File: config.mk
export PLATFORM = sky130hd
export DESIGN_NAME = record_playback_sequencer
export DESIGN_NICKNAME = d
export VERILOG_FILES = /design/src/hdl/seq_pkg.sv /design/src/hdl/record_playback_sequencer.sv
export SDC_FILE = /design/constraint.sdc
export NUM_CORES = 1
export LEC_CHECK = 0
export BUFFER_PORTS_ARGS = -buffer_cell sky130_fd_sc_hd__buf_2
export CAP_MARGIN = 10
export CORE_MARGIN = 2
export CORE_UTILIZATION = 45
export CTS_BUF_LIST = sky130_fd_sc_hd__clkbuf_4
export CTS_CLUSTER_DIAMETER = 120
export CTS_CLUSTER_SIZE = 30
export DETAILED_ROUTE_END_ITERATION = 8
export PLACE_DENSITY = 0.72
export SYNTH_ARGS = -nofsm -noshare
export SYNTH_HDL_FRONTEND = slang
export SYNTH_SLANG_ARGS = --single-unit
File: constraint.sdc
create_clock -name I_CLK -period 37.4 [get_ports I_CLK]
set_input_delay 7.48 -clock I_CLK [delete_from_list [all_inputs] [get_ports I_CLK]]
set_output_delay 7.48 -clock I_CLK [all_outputs]
set_load 0.005 [all_outputs]
File: src/hdl/seq_pkg.sv
// constants, command codes and types for the record/playback sequencer
// assumes a 32-bit classic Wishbone slave view, word aligned byte addresses
//
// Functional notes
// - level code picks trigger threshold, 00 disables
// - direct mode ignores partition bits, keeps rate
// - indirect bit 0 selects direct mode, channel
// - direct address write fills selected index entry
// - record arm sets recording mode for start
// - direct start loads index into counter, stop
// - counter equal stop ends, active flag clears
// - stop in recording stores counter as stop
// - fixed start generates addresses, writes index too
// - flex start uses previous stop plus one
// - indirect bit 1, partition bits pick fixed/flex
// - flex end of memory sets full flag
// - playback ignores level code, keeps bit length
// - play arms playback, start loads stored addresses
// - playback accepts any channel number
// - pause suspends, start resumes, both flags one
// - start during pause resumes without voice
// - pause ignored in standby, pause, voice wait
// - stop during pause ends, returns to standby
// - voice wait flag set, cleared on detection
// - silence dropped only before first detection
// - stop in voice wait gives recording standby
// - stop in playback leaves index untouched
package seq_pkg;
	// register byte addresses
	localparam logic [7:0] ADR_VOICE  = 8'h00;
	localparam logic [7:0] ADR_RATE   = 8'h04;
	localparam logic [7:0] ADR_CHANNEL_SELECT_CMD   = 8'h08;
	localparam logic [7:0] ADR_ADDRW  = 8'h0c;
	localparam logic [7:0] ADR_CMD    = 8'h10;
	localparam logic [7:0] ADR_STATUS = 8'h14;
	localparam logic [7:0] ADR_COUNT  = 8'h18;
	localparam logic [7:0] ADR_INDEX  = 8'h1c;
	localparam logic [3:0] SEL_ALL    = 4'hf;
	// field positions
	localparam int VS_LVL = 0;
	localparam int VS_BIT = 2;
	localparam int RS_RATE = 0;
	localparam int RS_PSEL = 2;
	localparam int CS_CH = 0;
	localparam int CS_IND = 3;
	localparam int AW_START = 20;
	// command codes in the low nibble of the command register
	localparam logic [3:0] CMD_REC   = 4'h1;
	localparam logic [3:0] CMD_PLAY  = 4'h2;
	localparam logic [3:0] CMD_START = 4'h3;
	localparam logic [3:0] CMD_STOP  = 4'h4;
	localparam logic [3:0] CMD_PAUSE = 4'h5;
	// detect level codes
	localparam logic [1:0] LVL_OFF   = 2'h0;
	localparam logic [1:0] LVL_DIV64 = 2'h1;
	localparam logic [1:0] LVL_DIV32 = 2'h2;
	localparam logic [1:0] LVL_DIV16 = 2'h3;
	// memory map of the voice area
	localparam logic [11:0] MEM_FIRST_X = 12'h008;
	localparam logic [11:0] MEM_LAST_X  = 12'hfff;
	localparam logic [7:0]  TAIL_Y3     = 8'ha9;
	localparam logic [7:0]  TAIL_Y4     = 8'h7f;
	localparam logic [11:0] SEG8_X      = 12'h1ff;
	localparam logic [11:0] SEG4_X      = 12'h3fe;
	localparam logic [11:0] SEG2_X      = 12'h7fc;
	// reset values
	localparam logic [7:0]  RST_SETUP   = 8'h00;
	localparam logic [19:0] RST_ADDR    = 20'h00000;
	typedef enum logic [1:0] {
		ST_IDLE  = 2'b00,
		ST_VWAIT = 2'b01,
		ST_RUN   = 2'b10,
		ST_PAUSE = 2'b11
	} state_t;
	typedef enum logic [2:0] {
		MODE_DIRECT = 3'b000,
		MODE_FIXED8 = 3'b001,
		MODE_FIXED4 = 3'b010,
		MODE_FIXED2 = 3'b011,
		MODE_FLEX   = 3'b100
	} ctrl_t;
endpackage : seq_pkg

File: src/hdl/record_playback_sequencer.sv
// command sequencer for record and playback with channel index area
// assumes a classic Wishbone master, a codec pulsing i_word_done per stored
// word on this clock, and an asynchronous voice detector pin
`timescale 1ns/1ps
module record_playback_sequencer
	import seq_pkg::*;
(
	input  wire logic        I_CLK,
	input  wire logic        I_RESET,
	input  wire logic        I_WB_CYC,
	input  wire logic        I_WB_STB,
	input  wire logic        I_WB_WE,
	input  wire logic [7:0]  I_WB_ADR,
	input  wire logic [3:0]  I_WB_SEL,
	input  wire logic [31:0] I_WB_DAT,
	output logic      [31:0] O_WB_DAT,
	output logic             O_WB_ACK,
	input  wire logic        I_VOICE_DETECT,
	input  wire logic        I_WORD_DONE,
	output logic      [19:0] O_ADDR,
	output logic             O_RECORDING,
	output logic             O_PLAYING,
	output logic      [1:0]  O_DETECT_LEVEL,
	output logic             O_ADPCM_4BIT,
	output logic      [1:0]  O_RATE_CODE
);
	state_t      state;
	state_t      next_state;
	logic [7:0]  voice_setup;
	logic [7:0]  rate_setup;
	logic [7:0]  channel_select_cmd_setup;
	logic        rec_mode;
	logic        armed;
	logic        mem_full;
	logic [19:0] addr;
	logic [19:0] stop_addr;
	logic [11:0] idx_start [8];
	logic [19:0] idx_stop  [8];
	logic [2:0]  vsync;
	logic        voice;

	// fixed segment length in X units for the partition choice
	function automatic logic [11:0] seg_len(input ctrl_t m);
		case (m)
			MODE_FIXED4: seg_len = SEG4_X;
			MODE_FIXED2: seg_len = SEG2_X;
			default:     seg_len = SEG8_X;
		endcase
	endfunction : seg_len

	// bus decode; writes commit on the edge at which the master sees ack
	wire logic       req      = I_WB_CYC & I_WB_STB;
	wire logic       fire     = req & O_WB_ACK & I_WB_WE & (I_WB_SEL == SEL_ALL);
	wire logic       wr_voice = fire & (I_WB_ADR == ADR_VOICE);
	wire logic       wr_rate  = fire & (I_WB_ADR == ADR_RATE);
	wire logic       wr_channel_select_cmd  = fire & (I_WB_ADR == ADR_CHANNEL_SELECT_CMD);
	wire logic       wr_addrw = fire & (I_WB_ADR == ADR_ADDRW);
	wire logic       wr_cmd   = fire & (I_WB_ADR == ADR_CMD);
	wire logic [3:0] cmd      = I_WB_DAT[3:0];
	wire logic       do_rec   = wr_cmd & (cmd == CMD_REC);
	wire logic       do_play  = wr_cmd & (cmd == CMD_PLAY);
	wire logic       do_start = wr_cmd & (cmd == CMD_START);
	wire logic       do_stop  = wr_cmd & (cmd == CMD_STOP);
	wire logic       do_pause = wr_cmd & (cmd == CMD_PAUSE);

	// setup fields
	wire logic [1:0] lvl     = voice_setup[VS_LVL +: 2];
	wire logic       bit4    = voice_setup[VS_BIT];
	wire logic [1:0] psel    = rate_setup[RS_PSEL +: 2];
	wire logic [2:0] ch      = channel_select_cmd_setup[CS_CH +: 3];
	wire logic       indir   = channel_select_cmd_setup[CS_IND];
	wire logic       vt_on   = (lvl != LVL_OFF);

	// control mode; partition bits only count when indirect is set
	wire ctrl_t      mode    = !indir ? MODE_DIRECT :
		(psel == 2'b11) ? MODE_FLEX : ctrl_t'(3'(psel) + 3'h1);
	wire logic       flex    = (mode == MODE_FLEX);
	wire logic       direct  = (mode == MODE_DIRECT);
	wire logic [7:0] tail_y  = bit4 ? TAIL_Y4 : TAIL_Y3;

	// fixed addresses are generated from the channel's slot
	wire logic [11:0] seg     = seg_len(mode);
	wire logic [11:0] fix_x   = 12'(MEM_FIRST_X + 12'(ch) * seg);
	wire logic [19:0] fix_st  = {fix_x, 8'h00};
	wire logic [19:0] fix_sp  = {12'(fix_x + seg - 12'h001), tail_y};
	// flex continues after the previous channel up to the last address
	wire logic [2:0]  prev_ch = 3'(ch - 3'h1);
	wire logic [19:0] flx_st  = (ch == 3'h0) ? {MEM_FIRST_X, 8'h00} :
		20'(idx_stop[prev_ch] + 20'h00001);
	wire logic [19:0] flx_sp  = {MEM_LAST_X, tail_y};
	// playback and direct recording use what the index holds
	wire logic [19:0] idx_st  = {idx_start[ch], 8'h00};
	wire logic        gen     = rec_mode & !direct;
	wire logic [19:0] ld_st   = !gen ? idx_st : flex ? flx_st : fix_st;
	wire logic [19:0] ld_sp   = !gen ? idx_stop[ch] : flex ? flx_sp : fix_sp;

	// start from standby; flex recording refused on channels other than 0 once memory is full
	wire logic blocked   = rec_mode & flex & mem_full & (ch != 3'h0);
	wire logic start_go  = do_start & (state == ST_IDLE) & armed & !blocked;
	wire logic match     = (state == ST_RUN) & (addr == stop_addr);
	wire logic stop_rec  = do_stop & rec_mode &
		((state == ST_RUN) | (state == ST_PAUSE));
	wire logic op_active  = (state == ST_RUN) | (state == ST_PAUSE);
	wire logic voice_wait = (state == ST_VWAIT) | (state == ST_PAUSE);

	// voice pin synchroniser; a change counts once the last two agree
	always_ff @(posedge I_CLK or posedge I_RESET) begin
		if (I_RESET) begin
			vsync <= 3'h0;
			voice <= 1'b0;
		end else begin
			vsync <= {vsync[1:0], I_VOICE_DETECT};
			if (vsync[1] == vsync[2])
				voice <= vsync[2];
		end
	end

	// sequencing of standby, voice wait, running and pause
	always_comb begin
		next_state = state;
		case (state)
			ST_IDLE: begin
				if (start_go)
					next_state = (rec_mode && vt_on) ? ST_VWAIT : ST_RUN;
			end
			ST_VWAIT: begin
				if (do_stop)
					next_state = ST_IDLE;
				else if (voice)
					next_state = ST_RUN;
			end
			ST_RUN: begin
				if (do_stop || match)
					next_state = ST_IDLE;
				else if (do_pause)
					next_state = ST_PAUSE;
			end
			ST_PAUSE: begin
				if (do_stop)
					next_state = ST_IDLE;
				else if (do_start)
					next_state = ST_RUN;
			end
			default: next_state = ST_IDLE;
		endcase
	end

	always_ff @(posedge I_CLK or posedge I_RESET) begin
		if (I_RESET)
			state <= ST_IDLE;
		else
			state <= next_state;
	end

	// setup registers and arming; arm commands only taken in standby
	always_ff @(posedge I_CLK or posedge I_RESET) begin
		if (I_RESET) begin
			voice_setup <= RST_SETUP;
			rate_setup  <= RST_SETUP;
			channel_select_cmd_setup  <= RST_SETUP;
			rec_mode    <= 1'b0;
			armed       <= 1'b0;
		end else begin
			if (wr_voice)
				voice_setup <= I_WB_DAT[7:0];
			if (wr_rate)
				rate_setup <= I_WB_DAT[7:0];
			if (wr_channel_select_cmd)
				channel_select_cmd_setup <= I_WB_DAT[7:0];
			if ((do_rec || do_play) && state == ST_IDLE) begin
				rec_mode <= do_rec;
				armed    <= 1'b1;
			end
		end
	end

	// address counter and stop register; silence is not counted in voice wait
	always_ff @(posedge I_CLK or posedge I_RESET) begin
		if (I_RESET) begin
			addr      <= RST_ADDR;
			stop_addr <= RST_ADDR;
		end else if (start_go) begin
			addr      <= ld_st;
			stop_addr <= ld_sp;
		end else if (state == ST_RUN && I_WORD_DONE && !match) begin
			addr <= 20'(addr + 20'h00001);
		end
	end

	// channel index area; playback stop falls through with no write
	always_ff @(posedge I_CLK or posedge I_RESET) begin
		if (I_RESET) begin
			for (int i = 0; i < 8; i++) begin
				idx_start[i] <= 12'h000;
				idx_stop[i]  <= RST_ADDR;
			end
		end else if (wr_addrw && state == ST_IDLE) begin
			idx_start[ch] <= I_WB_DAT[AW_START +: 12];
			idx_stop[ch]  <= I_WB_DAT[19:0];
		end else if (start_go && gen) begin
			idx_start[ch] <= ld_st[19:8];
			idx_stop[ch]  <= ld_sp;
		end else if (stop_rec) begin
			idx_stop[ch] <= addr;
		end
	end

	// memory full: a flex recording that ran to the end; set beats clear
	always_ff @(posedge I_CLK or posedge I_RESET) begin
		if (I_RESET)
			mem_full <= 1'b0;
		else if (match && rec_mode && flex && stop_addr[19:8] == MEM_LAST_X)
			mem_full <= 1'b1;
		else if (start_go && rec_mode && flex && ch == 3'h0)
			mem_full <= 1'b0;
	end

	// read mux; unmapped addresses read zero
	wire logic [31:0] rd_data =
		(I_WB_ADR == ADR_VOICE)  ? {24'h0, voice_setup} :
		(I_WB_ADR == ADR_RATE)   ? {24'h0, rate_setup} :
		(I_WB_ADR == ADR_CHANNEL_SELECT_CMD)   ? {24'h0, channel_select_cmd_setup} :
		(I_WB_ADR == ADR_STATUS) ? {27'h0, rec_mode, armed, mem_full, voice_wait,
			op_active} :
		(I_WB_ADR == ADR_COUNT)  ? {12'h0, addr} :
		(I_WB_ADR == ADR_INDEX)  ? {idx_start[ch], idx_stop[ch]} : 32'h0;

	// ack one cycle after the request, dropped the cycle after
	always_ff @(posedge I_CLK or posedge I_RESET) begin
		if (I_RESET) begin
			O_WB_ACK <= 1'b0;
			O_WB_DAT <= 32'h0;
		end else begin
			O_WB_ACK <= req & !O_WB_ACK;
			if (req && !O_WB_ACK)
				O_WB_DAT <= rd_data;
		end
	end

	// link outputs; threshold forced off while playing
	assign O_ADDR         = addr;
	assign O_RECORDING    = (state == ST_RUN) & rec_mode;
	assign O_PLAYING      = (state == ST_RUN) & !rec_mode;
	assign O_DETECT_LEVEL = rec_mode ? lvl : LVL_OFF;
	assign O_ADPCM_4BIT   = bit4;
	assign O_RATE_CODE    = rate_setup[RS_RATE +: 2];
endmodule : record_playback_sequencer

---- Word-level counts from Yosys, hierarchy flattened ----
Cells that the tools add are included.
operators by class
  add/sub/neg operators ................... 7
  $mul .................................... 1
  $lt $le $gt $ge ......................... 3
  eq/ne operators ......................... 27
  muxes and demuxes ....................... 52
  bitwise gates (word level) .............. 31
  reduce and logical (&&, ||, !) cells .... 32
operator list
  kind                                                                  number
  160-bit bitwise mux                                                   3
  160-bit 2-to-1 mux                                                    3
  20-bit 2-to-1 mux                                                     12
  96-bit bitwise mux                                                    2
  32-bit 2-to-1 mux                                                     6
  96-bit 2-to-1 mux                                                     2
  20-bit binary-select mux with 3-bit select                            2
  20-bit demux with 3-bit select                                        1
  20-bit by 1-bit adder with 20-bit output, second input constant       2
  12-bit binary-select mux with 3-bit select                            1
  12-bit demux with 3-bit select                                        1
  12-bit 2-to-1 mux                                                     3
  8-bit by 5-bit == test with 1-bit output, second input constant       4
  1-bit AND                                                             27
  11-bit one-hot mux with 2 select lines                                1
  20-bit == test                                                        1
  2-bit 2-to-1 mux                                                      9
  8-bit by 4-bit == test with 1-bit output, second input constant       2
  1-bit logical AND                                                     14
  12-bit adder                                                          1
  4-bit by 12-bit adder with 12-bit output, first input constant        1
  12-bit == test, second input constant                                 1
  3-bit by 12-bit multiplier with 12-bit output                         1
  12-bit by 1-bit subtractor with 12-bit output, second input constant  1
  30 further kinds                                                      52
word-level totals
  flip-flop bits (word level) ............. 362

---- Depth between registers and ports, before layout ----
Gate-level depths: netlist of run 1.
  word-level depth ........................ 14
  gate-level depth with buffers ........... 25
  gate-level depth less buffers ........... 22

---- Least setup slack after synthesis of run 1 ----
OpenSTA, ideal clock, no wires.
  kind .................................... input port to flip-flop
  start ................................... in I_WB_ADR[2]
  end ..................................... reg idx_stop[143] (netlist bit)
  data arrival time ....................... 9.663 ns
  required time ........................... 37.260 ns
  setup slack ............................. 27.597 ns
  cell stages on the path ................. 10
  path through ............................ nor4_1 -> nor4b_4 -> and4_1 -> buf_2 -> nand2_2 -> a31oi_1 -> nand2_1 -> clkbuf_1 -> nand2_1 -> o21ai_0
between the ends
  word-level cells in the longest chain between the ends .. 9
ends and longest elaborated chain
  item                                      line                              RTL
  start: declaration                        record_playback_sequencer.sv:13   input wire logic [7:0] I_WB_ADR,
  8-bit by 5-bit == test with 1-bit output  record_playback_sequencer.sv:58   wire logic wr_cmd = fire & (I_WB_ADR == ADR_CMD);
  1-bit AND                                 record_playback_sequencer.sv:58
  1-bit AND                                 record_playback_sequencer.sv:62   wire logic do_start = wr_cmd & (cmd == CMD_START);
  1-bit AND (3 in a row)                    record_playback_sequencer.sv:99   wire logic start_go = do_start & (state == ST_IDLE) & armed & !blocked;
  1-bit logical AND                         record_playback_sequencer.sv:200  end else if (start_go && gen) begin
  160-bit 2-to-1 mux                        record_playback_sequencer.sv:200
  160-bit 2-to-1 mux                        record_playback_sequencer.sv:197  end else if (wr_addrw && state == ST_IDLE) begin
  end signal: indexed assignment            record_playback_sequencer.sv:199  idx_stop[ch] <= I_WB_DAT[19:0];
  end signal: indexed assignment            record_playback_sequencer.sv:202  idx_stop[ch] <= ld_sp;
  end signal: indexed assignment            record_playback_sequencer.sv:204  idx_stop[ch] <= addr;
  end: declaration                          record_playback_sequencer.sv:38   logic [19:0] idx_stop [8];
Parallel ways exist; a longest one is shown, timed or not.
A chain may end at the register's enable or synchronous reset.

---- Worst setup path in the final report of run 1 ----
  start ................................... in I_WB_ADR[2]
  end ..................................... reg idx_stop[43] (netlist bit)
Same word-level chain as after synthesis.

==> results of run 1 <==
[routing by layer]
| layer | GRT usage (%) | wire (um) | vias up | share of wire [%] |
|---|---|---|---|---|
| li1 | - | - | 7132 | - |
| met2 | 41.67 | 28030 | 832 | 46 |
| met5 | 0 | 18 | - | 0.030 |
| met4 | 11.57 | 2628 | 2 | 4.3 |
| met3 | 4.043 | 5653 | 157 | 9.4 |
| met1 | 35.86 | 24130 | 8007 | 40 |
[power by group through the flow]
stage | sequential [uW] | combinational [uW] | clock [uW]
finish | 395 | 25.5 | 157
global route | 396 | 28.3 | 172
CTS | 395 | 25.7 | 160
detailed placement | 401 | 25.6 | 0
global placement | 401 | 25.4 | 0
floorplan | 400 | 16.7 | 0
[cells in the mapped netlist, types with 35 or more instances]
library cell	count	area share (%)
a21oi_1	68	1.7
clkbuf_1	97	1.8
dfrtp_1	362	46
ha_1	35	2.2
mux2i_1	45	2.3
mux4_2	93	11
nand2_1	393	7.4
nand3_1	43	1.1
nor2_1	85	1.6
o21ai_0	289	7.3
xor2_1	45	2.0
[registers in the layout (all words and copies together) (netlist names), 2 cells and up]
register	flops
channel_select_cmd_setup	8
idx_stop	160
vsync	3
O_ADDR	20
state	2
voice_setup	8
idx_start	96
rate_setup	8
O_WB_DAT	32
stop_addr	20
[stage by stage]
stage / instances / utilization (%) / setup WS (ns)
3_5_place_dp: 2569 / 47.49 / 26.10
6_report: 2593 / 48.01 / 26.84
2_1_floorplan: 1967 / - / 19.87
3_3_place_gp: 2569 / 47.49 / 26.19
5_1_grt: 2591 / 48.00 / 26.57
4_1_cts: 2589 / 47.99 / 26.99
[logic make-up (layout without fill, tap and decap cells)]
group,Yosys count,count (layout)
AOI/OAI and AO/OA,502,502
adders and majority gates,43,43
buffers and inverters,162,193
other,0,3
muxes,180,180
and+or+nand+nor,652,652
DFF,362,362
xor gates and xnor gates,66,66
[layout by cell type (no fill, tap or decap), types with 43 or more instances in the layout]
master   instances
a21oi_1         68
buf_2          111
dfrtp_1        360
mux2i_1         45
mux4_2          93
nand2_1        393
nand3_1         43
nor2_1          84
o21ai_0        289
xor2_1          45
[path summary, 6_finish.rpt]
| check | start | end | cells past startpoint |
|---|---|---|---|
| max in group asynchronous | I_RESET | channel_select_cmd_setup[0]$_DFFE_PP0P_ | 4 |
| worst min-delay path | vsync[0]$_DFF_PP0_ | vsync[1]$_DFF_PP0_ | 0 |
| min in group asynchronous | I_RESET | vsync[0]$_DFF_PP0_ | 2 |
| worst max-delay path | I_WB_ADR[2] | idx_stop[43]$_DFFE_PP0P_ | 10 |
| worst min register to register | vsync[0]$_DFF_PP0_ | vsync[1]$_DFF_PP0_ | 0 |
| worst max register to register | rate_setup[2]$_DFFE_PP0P_ | idx_stop[138]$_DFFE_PP0P_ | 22 |
[layout make-up]
cell class,instances,area (um^2)
diodes,3,7.507
clock buffers,17,127.6
clock inverters,3,90.09
fillers,4066,22840
inverters,32,127.6
multi-input cells,1443,10160
flip-flops and latches,362,9064
well taps,592,740.7
repair buffers,141,780.7
==> qor.txt, run 1 <==
Insertion delay to the later sink of the worst-skew pair - 0.84 ns
Setup TNS - 0 ns
Worst-path clk slew - 0.29 ns
Internal power - 437.3 uW
Final worst-path cycle share - 28.24%
Post-Synth Simple-Gate Area - 14.35%
Total track usage - 26.21%
TritonCTS Buffers - 16
RePlAce Congestion - 0.9935
Root buffer cell - clkbuf_4
First-pass iteration count of the detailed router - 7
Antenna-violating nets left - 0
Ys flop type - dfrtp_1
Placed cell areas - 0.02086 mm^2
Vias post-DR - 16130
P_sw - 140.6 uW
Clock Power Share - 27.2%
DR iter-0 viols - 2046
Slowest-stage cell, CP - and4_1
#FFs+latches synth - 362
Placed wire-length estimate - 43310 um
Die area - 0.04587 mm^2
Compound-Gate Fraction of Synth Area - 14.60%
DIE HEIGHT - 214.2 um
First-pass GRT wire length - 94020 um
CP Buf/Inv Count - 2
Largest net degree at the start of global routing - 107
Async S/R FF share, synth - 100.0%
Critical Path Max Stage Delay - 0.72 ns
P_leak - 0.009407 uW
Wirelength per Cell - 23.32 um
Top cell by count, worst path - nand3_1
CP max FO - 20
Vias in the first global route - 15660
Initial Util - 45.24%
Core Rows - 77
# DRC - 0
Reg2Reg Setup Slack - 31.05 ns
Worst endpoint required time - 38.11 ns
Layout area overhead - 6.125%
Worst Setup End Kind - register
Largest family of logic cells by synthesized area - multiplexers
Min Hold Slack - 0.3925 ns
Slew margin rel. - 25.86%
WP data arrival - 11.27 ns
Core Area - 0.04393 mm^2
Syn Std Cell Area - 0.01988 mm^2
Synthesized net count - 2060
Sequential Power Share - 68.4%
Number of I/O pins - 111
Setup Viol. Count Final - 0
Comb power frac - 4.4%
Startpoint Class - input port
RSZ-0062 raised after global routing - false
Pins Over Slew Limit - 0
Peak supply drop - 23.34 uV
Post-Synth Adder-Cell Area - 2.959%
Endpoints failing hold - 0
Minimum clock period - 10.56 ns
Final Cell Area - 0.02109 mm^2
Status - finished, final reports clean
Critical path type - in2reg
Post-synthesis cell type count - 80
Layout Skew - 0.09466 ns
Number of H-tree levels - 1
Synth Area in XOR/XNOR - 3.053%
Setup bufs post-CTS - 0
Class of the worst hold path - reg2reg
Longest Clk Path Bufs - 3
Hold_buf cts - 0
Synth warn - 0
Post-synthesis mux area share - 16.01%
Gates resized, CTS repair - 0
# clock sinks - 362
Maximum clock rate - 94.69 MHz
Overall power - 577.9 uW
Crit path cell chain - buf_2, nor4_1, nor4b_4, and4_1, nand2_2, nand3_1, nand3_1, buf_4, nand2_1, o21ai_0
Slew @ Worst Pin - 1.104 ns
Post-synthesis sequential area ratio - 45.57%
Initial antenna violation count - 4
Grt ovf - 0
Die Span X - 214.2 um
EDFF count, synth - 0
Syn Inst Count - 1967
Share of cells above drive strength 1 - 15.92%
Nets - 2089
Routed vias/inst - 6.221
Post-Route WL - 60460 um
Max_cap viols - 0
Delay-heaviest family, CP - simple AND/OR/NAND/NOR gates
TritonCTS clock tree - built
Switching Share - 24.33%
PortBufs - 110
Syn_area_per_cell - 10.11 um^2
PD cells - 27.40 mW/mm^2
Power figures use the tool's default switching activity.
==> inputs of run 2 (changes only) <==
Settings changed: ABC_AREA from default to 1, PLACE_DENSITY 0.72 to 0.74.
Clock period 37.4 ns to 8.6 ns, I/O delays scaled along.
==> run 2 against run 1 <==
Net effect: sequential power rose to 4.4 times the previous value; clock-buffer cell count is 3 higher; hold slack gained 0.018 ns; clock skew up 0.0041 ns; cell count increased by 58%; wire length rose by 35%; critical path depth rose by 10; clock power grew to 4.3 times the previous value.
==> qor.txt, run 2 <==
Status - finished, final reports clean
Layout Skew - 0.09875 ns (+0.004098 ns)
Crit path cell chain - inv_2, buf_4, buf_4, ha_1, buf_4, inv_2, o211ai_1, nand2_1, nand2_1, nand2_1, ha_1, nand2_1, nor2_2, nand4_1, nor2_1, nand3_1, nand3_1, nand3_2, nand2_1, nand2_1
Min Hold Slack - 0.4108 ns (+0.01834 ns)
Wirelength per Cell - 19.90 um (-15%)
Syn Std Cell Area - 0.02319 mm^2 (+17%)
Die Span X - 231.0 um (+7.9%)
First-pass iteration count of the detailed router - 7 (unchanged)
Synth top area cells - dfrtp_1 39%, nand2_1 20%, nand3_1 6.8%, nor2_1 6.3%, o21ai_0 4.8%
PD cells - 103.1 mW/mm^2 (+280%)
Most common cell in the netlist - nand2_1
Post-synthesis sequential area ratio - 39.06% (-6.5 points)
Largest net degree at the start of global routing - 155 (+45%)
Routed vias/inst - 5.732 (-7.9%)
Setup bufs post-CTS - 0 (unchanged)
Setup TNS - 0 ns (unchanged)
Area of the multi-input gates - 0.01229 mm^2 (+21%)
Worst endpoint required time - 9.38 ns (-28.73 ns)
Worst-path clk slew - 0.35 ns (+0.06 ns)
PortBufs - 110 (unchanged)
Layout Utilization - 47.27% (-0.74 points)
Reg2Reg Capture Point - idx_start[8]$_DFFE_PP0P_
Storage cell area - 0.009065 mm^2 (about the same)
Nets - 3492 (+67%)
Fill count - 5272 (+30%)
Switching Share - 25.67% (+1.3 points)
Internal power - 1851 uW (+320%)
Syn_area_per_cell - 6.799 um^2 (-33%)
Top cell by count, worst path - nand2_1
Critical Path Max Stage Delay - 0.79 ns (+0.07 ns)
Root buffer cell - clkbuf_4
Delay-heaviest family, CP - buffers and inverters
Post-Route WL - 81380 um (+35%)
RSZ-0062 raised after global routing - false
Most frequent cells in the layout - 1212 x nand2_1, 388 x nor2_1, 359 x dfrtp_1
Initial Util - 45.39% (+0.15 points)
Overall power - 2491 uW (+330%)
Slowest-stage cell, CP - dfrtp_2
Startpoint Class - register
Most frequent cells after synthesis - 1212 x nand2_1, 388 x nor2_1, 362 x dfrtp_1, 316 x nand3_1, 224 x inv_1
Number of I/O pins - 111 (unchanged)
Hold path endpoint - vsync[1]$_DFF_PP0_
Peak supply drop - 74.90 uV (+220%)
Pins Over Slew Limit - 0 (unchanged)
P_sw - 639.4 uW (+350%)
Hold depth - 0 (unchanged)
# clock sinks - 362 (unchanged)
Max_cap viols - 0 (unchanged)
Insertion delay to the later sink of the worst-skew pair - 0.86 ns (+0.02 ns)
Yosys top cell by area - dfrtp_1
Syn Inst Count - 3411 (+73%)
Class of the worst hold path - reg2reg
Endpoints failing hold - 0 (unchanged)
First-pass GRT wire length - 123500 um (+31%)
Comb power frac - 4.1% (-0.3 points)
Sequential Power Share - 68.9% (+0.5 points)
Top reg by flops - idx_stop
Core Rows - 83 (+7.8%)
Longest Clk Path Bufs - 3 (unchanged)
Maximum clock rate - 174.6 MHz
Final worst-path cycle share - 66.58%
Initial antenna violation count - 2 (-2)
# DRC - 0 (unchanged)
WL met3 - 9206 um (+63%)
Most common cell after layout, fill and taps aside - nand2_1
Total track usage - 29.87% (+3.7 points)
Gates resized, CTS repair - 0 (unchanged)
Layout area overhead - 4.143%
P_leak - 0.01237 uW (+31%)
Critical path type - reg2reg
#FFs+latches synth - 362 (unchanged)
Post-synthesis cell type count - 55 (-31%)
DR iter-0 viols - 3038 (+48%)
Grt ovf - 0 (unchanged)
Depth of the most critical reg-to-reg path - 20 (-9.1%)
Final Cell Area - 0.02415 mm^2 (+15%)
Worst Setup End Kind - register
Max Used Layer - met5
RePlAce Congestion - 1.019 (+2.6%)
Slew @ Worst Pin - 1.111 ns (+0.007439 ns)
EDFF count, synth - 0 (unchanged)
Async S/R FF share, synth - 100.0% (unchanged)
Antenna-violating nets left - 0 (unchanged)
Share of cells above drive strength 1 - 8.079% (-7.8 points)
Max reg flops - 160 (unchanged)
TritonCTS Buffers - 16 (unchanged)
R2R Path Start - channel_select_cmd_setup[1]$_DFFE_PP0P_
Placed cell areas - 0.02396 mm^2 (+15%)
Clock Power Share - 27.0% (-0.2 points)
CP max FO - 41 (+110%)
TritonCTS clock tree - built
Hold_buf cts - 0 (unchanged)
Number of H-tree levels - 1 (unchanged)
Post-synth top area share - 39.06% (-6.5 points)
Die area - 0.05337 mm^2 (+16%)
Synth warn - 0 (unchanged)
Core Area - 0.05109 mm^2 (+16%)
Slew margin rel. - 25.25% (-0.61 points)
Top flop regs - idx_stop x160, idx_start x96, O_WB_DAT x32
Placed wire-length estimate - 56800 um (+31%)
M1 wire length - 34820 um (+44%)
Setup Viol. Count Final - 0 (unchanged)
CP Buf/Inv Count - 5 (+3)
DIE HEIGHT - 231.0 um (+7.9%)
Met2 WL - 34060 um (+22%)
Vias post-DR - 23440 (+45%)
WP data arrival - 6.50 ns (-4.77 ns)
Hold Path Origin - vsync[0]$_DFF_PP0_
Ys flop type - dfrtp_1
Synthesized net count - 3504 (+70%)
Minimum clock period - 5.726 ns
Reg2Reg Setup Slack - 2.87 ns (-28.18 ns)
Vias in the first global route - 20530 (+31%)
[run 2: layout make-up]
type / count / area share, %
tap: 680 / 3.523
antenna: 5 / 0.05180
sequential: 362 / 37.53
timing repair buffer: 135 / 3.160
clock buffer: 20 / 0.6216
inverter: 260 / 4.098
clock inverter: 3 / 0.1399
multi-input combinational: 2624 / 50.88
[run 2: cell families (layout without fill, tap and decap cells)]
group | Yosys count | count (layout) | share of synthesized area, %
flops | 362 | 362 | 39.06
other cells | 0 | 5 | 0
xor+xnor | 36 | 36 | 1.360
compound gates | 496 | 496 | 12.19
simple gates | 2049 | 2049 | 36.90
fa+ha+maj | 43 | 43 | 2.536
buf+inv | 425 | 418 | 7.957
[run 2: power groups by stage]
| stage | Combinational, uW | Clock, uW | Sequential, uW |
|---|---|---|---|
| after floorplan | 61.5 | 0 | 1740 |
| after global placement | 103 | 0 | 1740 |
| after detailed placement | 104 | 0 | 1740 |
| after CTS | 104 | 676 | 1720 |
| after global routing | 116 | 738 | 1720 |
| final | 103 | 672 | 1720 |
[run 2: metal layers]
layer / GRT usage (%) / vias to the layer above
li1: - / 10970
met1: 44.28 / 10980
met2: 43.51 / 1293
met3: 4.798 / 191
met4: 11.55 / 2
met5: 0 / -
[run 2: metrics by stage]
stage,instances,worst slack (ns)
finish,4089,2.874
global route,4085,2.605
CTS,4084,3.035
detailed placement,4061,3.102
global placement,4061,3.127
floorplan,3411,2.026
[run 2: how the worst max path moves through the flow]
stage,from,end,slack (ns),cells after the start
2_1_floorplan,I_RESET,O_ADDR[0]$_DFFE_PP0P_,2.03,1
3_3_place_gp,channel_select_cmd_setup[1]$_DFFE_PP0P_,idx_stop[98]$_DFFE_PP0P_,3.13,25
3_5_place_dp,channel_select_cmd_setup[1]$_DFFE_PP0P_,idx_stop[98]$_DFFE_PP0P_,3.10,25
4_1_cts,channel_select_cmd_setup[1]$_DFFE_PP0P_,idx_start[8]$_DFFE_PP0P_,3.04,20
5_1_grt,channel_select_cmd_setup[1]$_DFFE_PP0P_,idx_start[44]$_DFFE_PP0P_,2.61,20
6_report,channel_select_cmd_setup[1]$_DFFE_PP0P_,idx_start[8]$_DFFE_PP0P_,2.87,20
[run 2: worst register-to-register path: cells and delay by family (launching register included)]
family | cells | cell delay (ns)
DFF | 1 | 0.79
adders and majority gates | 2 | 0.66
AOI/OAI and AO/OA | 1 | 0.19
buffers and inverters | 5 | 2.25
and+or+nand+nor | 12 | 1.75
